`src/rtl/mies_cfg.svh`:
```
// register offsets, field positions and constants of the execution subset
`ifndef MIES_CFG_SVH
`define MIES_CFG_SVH
`define MIES_OFS_EXEC    8'h00
`define MIES_OFS_ACC     8'h04
`define MIES_OFS_FLAGS   8'h08
`define MIES_OFS_PC      8'h0c
`define MIES_OFS_WDT     8'h10
`define MIES_OFS_STACK   8'h14
`define MIES_DMEM_SEL    2'b01
`define MIES_OP_MSB      4
`define MIES_OP_LSB      0
`define MIES_MA_MSB      11
`define MIES_MA_LSB      8
`define MIES_IMM_MSB     23
`define MIES_IMM_LSB     16
`define MIES_TGT_LSB     16
`define MIES_FL_Z        0
`define MIES_FL_AC       1
`define MIES_FL_C        2
`define MIES_FL_TO       3
`define MIES_FL_PDF      4
`define MIES_FL_EMI      5
`define MIES_FL_PEND     6
`define MIES_FL_SLEEP    7
`define MIES_ACC_RST     8'h00
`define MIES_CMD_RST     32'h0000_0000
`define MIES_BCD_MAX     4'h9
`define MIES_BCD_ADJ     4'h6
`define MIES_ONE         8'h01
`define MIES_ALL_ONES    8'hff
`endif

```
`src/rtl/mies_pkg.sv`:
```
// types shared by the instruction execution subset
package mies_pkg;
	typedef enum logic [4:0] {
		OP_IDLE, OP_KICK, OP_KICK1, OP_KICK2, OP_INV, OP_INVA, OP_DAA,
		OP_DEC, OP_MINUS_ONE_TO_WORKING, OP_INC, OP_PLUS_ONE_TO_WORKING, OP_HALT, OP_JMP, OP_MOV_AM,
		OP_MOV_AX, OP_MOV_MA, OP_OR_AM, OP_OR_AX, OP_ORM, OP_RET,
		OP_RETAX, OP_INTERRUPT_EXIT, OP_RL, OP_RLA
	} mies_op_type;

	typedef enum logic [1:0] {KICK_NONE, KICK_FIRST, KICK_SECOND}
		mies_kick_type;

	typedef struct packed {
		logic       wr_acc;
		logic [7:0] acc;
		logic       wr_mem;
		logic [7:0] mem;
		logic       upd_z;
		logic       z;
		logic       upd_c;
		logic       c;
		logic       kick;
		logic       halt;
		logic       load_pc;
		logic       pop;
		logic       interrupt_exit;
		logic       two;
	} mies_res_type;
endpackage : mies_pkg

```
`src/rtl/mies_core.sv`:
```
// execution core for a subset of an 8-bit controller instruction set
`include "mies_cfg.svh"

// Behaviour
// - watchdog kick clears counter, prescaler, expired and power-down flags.
// - paired kicks act only when alternated; repeats change nothing.
// - invert in place writes complement back; only zero flag changes.
// - invert to working loads complement; memory unchanged; only zero flag.
// - decimal adjust adds 6 to low nibble if above 9 or nibble wrap.
// - adds 6 to high nibble if above 9 or wrap; result to memory.
// - decimal adjust changes only wrap flag, marking sum above 99.
// - decrement to memory or working register; only zero flag changes.
// - increment to memory or working register; only zero flag changes.
// - power down halts, keeps data, clears watchdog, sets sleep flag.
// - branch loads program counter from instruction, two cycles, no flags.
// - move forms load or store working register, no flags.
// - no operation changes nothing and proceeds to next instruction.
// - or forms to working register or memory; only zero flag changes.
// - return pops program counter from stack, no flags.
// - return with immediate also loads working register, no flags.
// - interrupt exit pops program counter and sets global enable.
// - pending interrupt at interrupt exit is serviced before returning.
// - rotate left in memory, bit 7 into bit 0, no flags.
// - rotate left to working register, memory unchanged.
module mies_core #(
	parameter int             PC_W      = 11,
	parameter int             STK_DEPTH = 8,
	parameter int             DM_DEPTH  = 16,
	parameter int             WDT_W     = 8,
	parameter int             PRE_W     = 4,
	parameter logic [PC_W-1:0] IRQ_VEC  = 11'h004
) (
	// clock and reset
	input  wire logic        mclk,
	input  wire logic        rst,
	// avalon-mm slave
	input  wire logic [7:0]  address,
	input  wire logic        read,
	input  wire logic        write,
	input  wire logic [31:0] writedata,
	output logic      [31:0] readdata,
	output logic             waitrequest,
	// core state
	output logic             halted
);
	localparam int SP_W = $clog2(STK_DEPTH);
	localparam int DA_W = $clog2(DM_DEPTH);

	logic [31:0]              readdata_r;
	logic [31:0]              rd_nxt;
	logic                     waitrequest_r;
	logic                     busy_r;
	logic [31:0]              cmd_r;
	logic [7:0]               acc_r;
	logic [PC_W-1:0]          pc_r;
	logic [SP_W-1:0]          sp_r;
	logic [PC_W-1:0]          stk [STK_DEPTH];
	logic [7:0]               dmem [DM_DEPTH];
	logic [WDT_W-1:0]         wdt_r;
	logic [PRE_W-1:0]         pre_r;
	logic                     z_r, ac_r, c_r, to_r, pdf_r, emi_r;
	logic                     pend_r, sleep_r;
	mies_pkg::mies_kick_type  kick_r;
	mies_pkg::mies_op_type    op;
	mies_pkg::mies_res_type   res;
	logic                     accept, bus_wr, exec_go, dm_hit, pair_ok;
	logic [DA_W-1:0]          ex_addr, bus_idx;
	logic [7:0]               mval, ex_imm;
	logic [PC_W-1:0]          ex_tgt, stk_top;
	logic [8:0]               bcd_sum;
	logic                     lo_adj, hi_adj;
	logic [7:0]               fl;

	assign readdata    = readdata_r;
	assign waitrequest = waitrequest_r;
	assign halted      = sleep_r;

	// a request is taken once, on the first edge it is seen while idle
	assign accept  = (read | write) & waitrequest_r & ~busy_r;
	assign bus_wr  = accept & write;
	// the system clock is off while asleep, so commands are answered only
	assign exec_go = bus_wr & (address == `MIES_OFS_EXEC) & ~sleep_r;
	assign op      = mies_pkg::mies_op_type'(
		writedata[`MIES_OP_MSB:`MIES_OP_LSB]);
	assign ex_addr = DA_W'(writedata[`MIES_MA_MSB:`MIES_MA_LSB]);
	assign ex_imm  = writedata[`MIES_IMM_MSB:`MIES_IMM_LSB];
	assign ex_tgt  = writedata[`MIES_TGT_LSB+PC_W-1:`MIES_TGT_LSB];
	assign mval    = dmem[ex_addr];
	assign stk_top = stk[sp_r - 1'b1];
	assign dm_hit  = (address[7:6] == `MIES_DMEM_SEL);
	assign bus_idx = DA_W'(address[5:2]);
	// alternation: the other half of the pair was the last one seen
	assign pair_ok = (op == mies_pkg::OP_KICK1 &&
		kick_r == mies_pkg::KICK_SECOND) | (op == mies_pkg::OP_KICK2 &&
		kick_r == mies_pkg::KICK_FIRST);

	// decimal adjust nibble tests
	assign lo_adj  = (acc_r[3:0] > `MIES_BCD_MAX) | ac_r;
	assign hi_adj  = (acc_r[7:4] > `MIES_BCD_MAX) | c_r;
	assign bcd_sum = {1'b0, acc_r} +
		{1'b0, (hi_adj ? `MIES_BCD_ADJ : 4'h0),
		(lo_adj ? `MIES_BCD_ADJ : 4'h0)};

	always_comb begin
		res         = '0;
		res.acc     = acc_r;
		res.mem     = mval;
		case (op)
			mies_pkg::OP_KICK, mies_pkg::OP_KICK1, mies_pkg::OP_KICK2: begin
				res.kick = 1'b1;
			end
			mies_pkg::OP_INV, mies_pkg::OP_INVA: begin
				res.wr_mem = (op == mies_pkg::OP_INV);
				res.wr_acc = (op == mies_pkg::OP_INVA);
				res.mem    = ~mval;
				res.acc    = ~mval;
				res.upd_z  = 1'b1;
			end
			mies_pkg::OP_DAA: begin
				res.wr_mem = 1'b1;
				res.mem    = bcd_sum[7:0];
				res.upd_c  = 1'b1;
				res.c      = hi_adj | bcd_sum[8];
			end
			mies_pkg::OP_DEC, mies_pkg::OP_MINUS_ONE_TO_WORKING: begin
				res.wr_mem = (op == mies_pkg::OP_DEC);
				res.wr_acc = (op == mies_pkg::OP_MINUS_ONE_TO_WORKING);
				res.mem    = mval - `MIES_ONE;
				res.acc    = mval - `MIES_ONE;
				res.upd_z  = 1'b1;
			end
			mies_pkg::OP_INC, mies_pkg::OP_PLUS_ONE_TO_WORKING: begin
				res.wr_mem = (op == mies_pkg::OP_INC);
				res.wr_acc = (op == mies_pkg::OP_PLUS_ONE_TO_WORKING);
				res.mem    = mval + `MIES_ONE;
				res.acc    = mval + `MIES_ONE;
				res.upd_z  = 1'b1;
			end
			mies_pkg::OP_HALT: res.halt = 1'b1;
			mies_pkg::OP_JMP: begin
				res.load_pc = 1'b1;
				res.two     = 1'b1;
			end
			mies_pkg::OP_MOV_AM, mies_pkg::OP_MOV_AX: begin
				res.wr_acc = 1'b1;
				res.acc    = (op == mies_pkg::OP_MOV_AX) ? ex_imm : mval;
			end
			mies_pkg::OP_MOV_MA: begin
				res.wr_mem = 1'b1;
				res.mem    = acc_r;
			end
			mies_pkg::OP_OR_AM, mies_pkg::OP_OR_AX: begin
				res.wr_acc = 1'b1;
				res.acc    = acc_r | ((op == mies_pkg::OP_OR_AX) ?
					ex_imm : mval);
				res.upd_z  = 1'b1;
			end
			mies_pkg::OP_ORM: begin
				res.wr_mem = 1'b1;
				res.mem    = acc_r | mval;
				res.upd_z  = 1'b1;
			end
			mies_pkg::OP_RET, mies_pkg::OP_RETAX, mies_pkg::OP_INTERRUPT_EXIT: begin
				res.load_pc = 1'b1;
				res.pop     = 1'b1;
				res.two     = 1'b1;
				res.wr_acc  = (op == mies_pkg::OP_RETAX);
				res.acc     = ex_imm;
				res.interrupt_exit    = (op == mies_pkg::OP_INTERRUPT_EXIT);
			end
			mies_pkg::OP_RL, mies_pkg::OP_RLA: begin
				res.wr_mem = (op == mies_pkg::OP_RL);
				res.wr_acc = (op == mies_pkg::OP_RLA);
				res.mem    = {mval[6:0], mval[7]};
				res.acc    = {mval[6:0], mval[7]};
			end
			default: res.two = 1'b0;
		endcase
		res.z = res.wr_acc ? (res.acc == 8'h00) : (res.mem == 8'h00);
	end

	// bus handshake: one wait cycle, one more for program counter loads
	always_ff @(posedge mclk or posedge rst) begin
		if (rst) begin
			waitrequest_r <= 1'b1;
			busy_r        <= 1'b0;
			readdata_r    <= 32'h0000_0000;
		end else if (!waitrequest_r) begin
			waitrequest_r <= 1'b1;
		end else if (busy_r) begin
			busy_r        <= 1'b0;
			waitrequest_r <= 1'b0;
		end else if (accept) begin
			readdata_r <= rd_nxt;
			if (exec_go && res.two)
				busy_r <= 1'b1;
			else
				waitrequest_r <= 1'b0;
		end
	end

	always_comb begin
		fl                = 8'h00;
		fl[`MIES_FL_Z]     = z_r;
		fl[`MIES_FL_AC]    = ac_r;
		fl[`MIES_FL_C]     = c_r;
		fl[`MIES_FL_TO]    = to_r;
		fl[`MIES_FL_PDF]   = pdf_r;
		fl[`MIES_FL_EMI]   = emi_r;
		fl[`MIES_FL_PEND]  = pend_r;
		fl[`MIES_FL_SLEEP] = sleep_r;
		if (write)
			rd_nxt = 32'h0000_0000;
		else if (dm_hit)
			rd_nxt = {24'h000000, dmem[bus_idx]};
		else
			case (address)
				`MIES_OFS_EXEC:  rd_nxt = cmd_r;
				`MIES_OFS_ACC:   rd_nxt = {24'h000000, acc_r};
				`MIES_OFS_FLAGS: rd_nxt = {24'h000000, fl};
				`MIES_OFS_PC:    rd_nxt = 32'(pc_r);
				`MIES_OFS_WDT:   rd_nxt = 32'(wdt_r);
				`MIES_OFS_STACK: rd_nxt = 32'(sp_r);
				default:         rd_nxt = 32'h0000_0000;
			endcase
	end

	always_ff @(posedge mclk or posedge rst) begin
		if (rst)
			cmd_r <= `MIES_CMD_RST;
		else if (exec_go)
			cmd_r <= writedata;
	end

	// working register
	always_ff @(posedge mclk or posedge rst) begin
		if (rst)
			acc_r <= `MIES_ACC_RST;
		else if (exec_go && res.wr_acc)
			acc_r <= res.acc;
		else if (bus_wr && address == `MIES_OFS_ACC)
			acc_r <= writedata[7:0];
	end

	// data memory: not reset, contents survive power down
	always_ff @(posedge mclk) begin
		if (exec_go && res.wr_mem)
			dmem[ex_addr] <= res.mem;
		else if (bus_wr && dm_hit)
			dmem[bus_idx] <= writedata[7:0];
	end

	// program counter and stack
	always_ff @(posedge mclk or posedge rst) begin
		if (rst) begin
			pc_r <= '0;
			sp_r <= '0;
		end else if (exec_go) begin
			if (res.interrupt_exit && pend_r) begin
				// popped address stays on the stack as the handler's return
				pc_r <= IRQ_VEC;
			end else if (res.pop) begin
				pc_r <= stk_top;
				sp_r <= sp_r - 1'b1;
			end else if (res.load_pc) begin
				pc_r <= ex_tgt;
			end else begin
				pc_r <= pc_r + 1'b1;
			end
		end else if (bus_wr && address == `MIES_OFS_PC) begin
			pc_r <= writedata[PC_W-1:0];
		end else if (bus_wr && address == `MIES_OFS_STACK) begin
			// overflow wraps and overwrites the oldest entry
			stk[sp_r] <= writedata[PC_W-1:0];
			sp_r      <= sp_r + 1'b1;
		end
	end

	// flags, power down and kick pairing
	always_ff @(posedge mclk or posedge rst) begin
		if (rst) begin
			{z_r, ac_r, c_r, to_r, pdf_r, emi_r, pend_r, sleep_r} <= 8'h00;
			kick_r  <= mies_pkg::KICK_NONE;
		end else if (exec_go) begin
			if (res.upd_z)
				z_r <= res.z;
			if (res.upd_c)
				c_r <= res.c;
			if (op == mies_pkg::OP_KICK || pair_ok) begin
				to_r  <= 1'b0;
				pdf_r <= 1'b0;
			end
			// a completed pair re-arms, so the next pair starts afresh
			if (op == mies_pkg::OP_KICK1 || op == mies_pkg::OP_KICK2)
				kick_r <= pair_ok ? mies_pkg::KICK_NONE :
					(op == mies_pkg::OP_KICK1 ? mies_pkg::KICK_FIRST
					: mies_pkg::KICK_SECOND);
			if (res.halt) begin
				to_r    <= 1'b0;
				pdf_r   <= 1'b1;
				sleep_r <= 1'b1;
			end
			if (res.interrupt_exit) begin
				// entering the pending handler masks again
				emi_r  <= ~pend_r;
				pend_r <= 1'b0;
			end
		end else if (bus_wr && address == `MIES_OFS_FLAGS) begin
			z_r     <= writedata[`MIES_FL_Z];
			ac_r    <= writedata[`MIES_FL_AC];
			c_r     <= writedata[`MIES_FL_C];
			to_r    <= writedata[`MIES_FL_TO];
			pdf_r   <= writedata[`MIES_FL_PDF];
			emi_r   <= writedata[`MIES_FL_EMI];
			pend_r  <= writedata[`MIES_FL_PEND];
			sleep_r <= 1'b0; // any flags write is the wake event
		end
	end

	wire wd_clr = exec_go & (res.halt | (op == mies_pkg::OP_KICK) |
		pair_ok);

	// watchdog counter and prescaler; time-out handling lives elsewhere
	always_ff @(posedge mclk or posedge rst) begin
		if (rst) begin
			wdt_r <= '0;
			pre_r <= '0;
		end else if (wd_clr) begin
			wdt_r <= '0;
			pre_r <= '0;
		end else if (!sleep_r) begin
			pre_r <= pre_r + 1'b1;
			if (&pre_r)
				wdt_r <= wdt_r + 1'b1;
		end
	end
endmodule // mies_core

```
`config.mk`:
```
export PLATFORM = sky130hd
export DESIGN_NAME = mies_core
export DESIGN_NICKNAME = d
export VERILOG_FILES = /design/src/rtl/mies_pkg.sv /design/src/rtl/mies_core.sv
export VERILOG_INCLUDE_DIRS = /design/src /design/src/rtl
export SDC_FILE = /design/constraint.sdc
export NUM_CORES = 1
export LEC_CHECK = 0
export BUFFER_PORTS_ARGS = -buffer_cell sky130_fd_sc_hd__buf_4
export CORE_ASPECT_RATIO = 1.4
export CORE_MARGIN = 2
export CORE_UTILIZATION = 45
export CTS_BUF_LIST = sky130_fd_sc_hd__clkbuf_4
export CTS_CLUSTER_SIZE = 30
export DETAILED_ROUTE_END_ITERATION = 10
export SETUP_SLACK_MARGIN = 0.1
export SLEW_MARGIN = 25
export SYNTH_ARGS = -nofsm -noshare
export SYNTH_HDL_FRONTEND = slang
export SYNTH_SLANG_ARGS = --single-unit
```
`constraint.sdc`:
```
create_clock -name mclk -period 3.4 [get_ports mclk]
set_clock_uncertainty 0.05 [all_clocks]
set_input_delay 0.17 -clock mclk [delete_from_list [all_inputs] [get_ports mclk]]
set_output_delay 0.17 -clock mclk [all_outputs]
set_load 0.005 [all_outputs]
```
==> impl_metrics.env <==
export IMPL_end_kind="register"
export IMPL_io_buffer_count=77
export IMPL_route_detailed_vias_per_inst=5.921
export IMPL_ys_seq_elements=326
export IMPL_cts_tree="yes"
export IMPL_final_core_utilization=0.5621
export IMPL_synth_most_common_cell="sky130_fd_sc_hd__edfxtp_1"
export IMPL_clkSinkCount=326
export IMPL_finalHoldViolCount=0
export IMPL_report_final_setup_viol=0
export IMPL_critPathCapture="dmem[12][7]"
export IMPL_timing_slew_headroom=0.4358
export IMPL_global_route_wire_length_before_repair_um=74760
export IMPL_drc=0
export IMPL_status="finished clean"
export IMPL_finalWorstSetupSlack_ns=0.07344
export IMPL_latest_clock_arrival_within_the_worst_skew_pair_ns=0.78
export IMPL_switching_share=0.2618
export IMPL_route_vias_total=12360
export IMPL_postSynthAreaPerCell_um2=12.73
export IMPL_chipHeight_um=230.4
export IMPL_power_density_mw_per_mm2=453.0
export IMPL_ioPinCount=78
export IMPL_flow_area_growth_from_synthesis_pct=22.53
export IMPL_critPathMaxFanout=16
export IMPL_postSynth_topFlopCell="sky130_fd_sc_hd__edfxtp_1"
export IMPL_layout_cells_non_filler=2088
export IMPL_synthDominantAreaCellType="sky130_fd_sc_hd__edfxtp_1"
export IMPL_grt_pass1_vias=12630
export IMPL_power_ir_vdd_worst_mv=0.2579
export IMPL_power_share_clock=0.377
export IMPL_grt_setup_unrepaired="true"
export IMPL_fp_dieArea_mm2=0.03818
export IMPL_setup_reg_to_reg_worst_slack_ns=0.07
export IMPL_groute_usage_overall=0.2571
export IMPL_pre_cts_slack_ns=-0.5175
export IMPL_number_of_antenna_violations_at_the_first_check_in_global_routing=1
export IMPL_place_hpwl_um=34460
export IMPL_achievable_frequency_mhz=300.6
export IMPL_yosysTopAreaCellShare=0.3937
export IMPL_cp_launch_type="register"
export IMPL_worst_pin_slew_ns=0.8227
export IMPL_total_chip_power_mw=9.145
export IMPL_ys_seq_area_frac=0.5609
export IMPL_critical_path_cell_count=10
export IMPL_dp_cells=1890
export IMPL_maximum_number_of_pins_on_one_net_before_global_route_repair=59
export IMPL_holdCritPathClass="input pin to async pin"
export IMPL_fin_tns_setup_ns=0
export IMPL_dr_pass1_iters=6
export IMPL_rows=82
export IMPL_synth_cells_most_frequent="216 x sky130_fd_sc_hd__edfxtp_1, 186 x sky130_fd_sc_hd__nand2_1, 109 x sky130_fd_sc_hd__dfrtp_1, 91 x sky130_fd_sc_hd__mux4_2, 82 x sky130_fd_sc_hd__nor2_1"
export IMPL_leakage_dissipation_nw=7.917
export IMPL_core_area_mm2=0.03591
export IMPL_die_width_um=165.7
export IMPL_internal_portion_of_total_power_mw=6.750
export IMPL_power_combinational_fraction=0.135
export IMPL_synth_edff_count=216
export IMPL_synth_cell_types=78
export IMPL_antenna_left=0
export IMPL_clock_buffers_created_by_tritoncts=81
export IMPL_net_switching_mw=2.394
export IMPL_synth_cell_area_mm2=0.01647
export IMPL_source_of_the_critical_timing_path="dmem[15][2]"
export IMPL_timing_critical_path_buf_inv=1
export IMPL_synthArstFlopShare=0.3374
export IMPL_synth_cells=1294
export IMPL_gpl_wtd_cong=0.9290
export IMPL_max_cap_violations=0
export IMPL_hold_worst_slack_ns=0.04989
export IMPL_routed_wire_per_std_cell_um=23.43
export IMPL_cp_cell_sequence="mux4_2 -> mux2i_2 -> o211ai_1 -> o22a_1 -> or4b_4 -> xnor2_2 -> a221o_1 -> a21oi_2 -> o31ai_4 -> buf_12"
export IMPL_postSynthNetCount=1350
export IMPL_layout_nets=1617
export IMPL_register_clock_pin_slew_on_the_reported_worst_setup_and_hold_paths_ns=0.07
export IMPL_initial_core_util=0.4588
export IMPL_critPathSlowestCell="sky130_fd_sc_hd__mux4_2"
export IMPL_time_the_worst_path_needs_with_i_o_delays_and_setup_ns=3.327
export IMPL_share_seq_of_total_power=0.488
export IMPL_crit_arrival_ns=3.76
export IMPL_clk_root_buffer_cell="sky130_fd_sc_hd__clkbuf_4"
export IMPL_rr_endpoint="dmem[12][7]"
export IMPL_drv_slew=0
export IMPL_fin_crit_sh=0.9784
export IMPL_r2r_cell_count=10
export IMPL_ys_warn_count=0
export IMPL_worstPathRequired_ns=3.83
export IMPL_postRouteWirelength_um=48930
export IMPL_reg_to_reg_start="dmem[15][2]"
export IMPL_critical_path_class="register to register"
export IMPL_cp_top_delay_family="compound AO/OA/AOI/OAI gates"
export IMPL_initialDrtViolationCount=1101
export IMPL_synth_top_cells_by_area="sky130_fd_sc_hd__edfxtp_1 39%, sky130_fd_sc_hd__dfrtp_1 17%, sky130_fd_sc_hd__mux4_2 12%"
export IMPL_post_route_cell_area_mm2=0.02019
export IMPL_cp_slowest_stage_delay_ns=0.51
export IMPL_h_tree_depth=3
export IMPL_post_dp_cell_area_mm2=0.01852
export IMPL_post_route_cells_drive_above_1_share=0.3085
export IMPL_clockBufferDepth=3
export IMPL_grt_overflow_total=0
-- cell families after synthesis --
family                     after synthesis  synth area share
DFF                                    326            0.5609
AOI/OAI and AO/OA                      273            0.1130
xor gates and xnor gates                32           0.01701
adders and majority gates               12          0.009569
and+or+nand+nor                        401            0.1107
muxes                                  138            0.1598
buffers and inverters                  112           0.02901
-- tightest hold or removal path, stage by stage --
cell                            delay [ns]
sky130_fd_sc_hd__dlygate4sd3_1        0.53
sky130_fd_sc_hd__buf_4                0.15
sky130_fd_sc_hd__inv_4                0.52
-- worst min path at each step --
stage                  from          end  slack [ns]  cells past startpoint
2_1_floorplan  writedata[0]    stk[0][0]        0.22                      0
3_3_place_gp            rst     wdt_r[0]        0.31                      2
3_5_place_dp            rst     wdt_r[0]        0.31                      2
4_1_cts          address[5]  readdata[1]       0.004                      4
5_1_grt          address[5]  readdata[1]        0.07                      4
6_report                rst     cmd_r[6]        0.05                      3
-- repair_timing --
action / CTS / global route
setup endpoints to repair: 66 / 114
hold buffers: 38 / 0
pin swaps: 7 / 12
gates resized for setup: 8 / 28
hold endpoints to repair: 216 / 0
gates cloned: 0 / 1
buffers inserted: 6 / 5
-- cells in the final DEF, fill, tap and decap left out, drive strengths merged, types with 38 or more instances in the layout --
cell         synthesis  layout
edfxtp             216     216
dfrtp              109     109
o21ai               64      64
buf                 25     228
a21oi               53      53
nor2                82      82
nand2              186     186
mux4                97      97
clkbuf              57     118
dlygate4sd3          0      38
-- sequential cells by signal, summed over array words and instances, names as in the netlist --
name and cells:
dmem 128, halted 1, z_r 1, wdt_r 8, pdf_r 1, c_r 1, ac_r 1, pend_r 1
emi_r 1, acc_r 8, sp_r 3, cmd_r 32, busy_r 1, kick_r 2, to_r 1, readdata 32
waitrequest 1, pc_r 11, pre_r 4, stk 88
-- power groups by stage --
| stage | combinational [mW] | sequential [mW] | clock, mW |
|---|---|---|---|
| 2_1_floorplan | 0.687 | 4.52 | 0 |
| 3_3_place_gp | 1.13 | 4.54 | 0 |
| 4_1_cts | 1.21 | 4.46 | 3.53 |
| 6_report | 1.24 | 4.46 | 3.45 |
| 3_5_place_dp | 1.14 | 4.54 | 0 |
| 5_1_grt | 1.34 | 4.47 | 3.72 |
-- layer usage --
| layer | global-route usage | wire length (µm) | up-vias |
|---|---|---|---|
| li1 | - | - | 5587 |
| met5 | 0 | 0 | - |
| met2 | 0.4585 | 25510 | 474 |
| met3 | 0.04337 | 2806 | 141 |
| met4 | 0.1340 | 2550 | 0 |
| met1 | 0.2976 | 18060 | 6162 |
-- cell type report --
cell class / instances / area (µm²)
Inverter: 30 / 117.6
Fill cell: 2976 / 15720
Tap cell: 462 / 578.1
Sequential cell: 326 / 9240
Clock buffer: 118 / 885.9
Antenna cell: 2 / 5.005
Timing Repair Buffer: 266 / 2297
Multi-Input combinational cell: 856 / 6868
Clock inverter: 28 / 193.9
(Power assumes the default switching activity.)
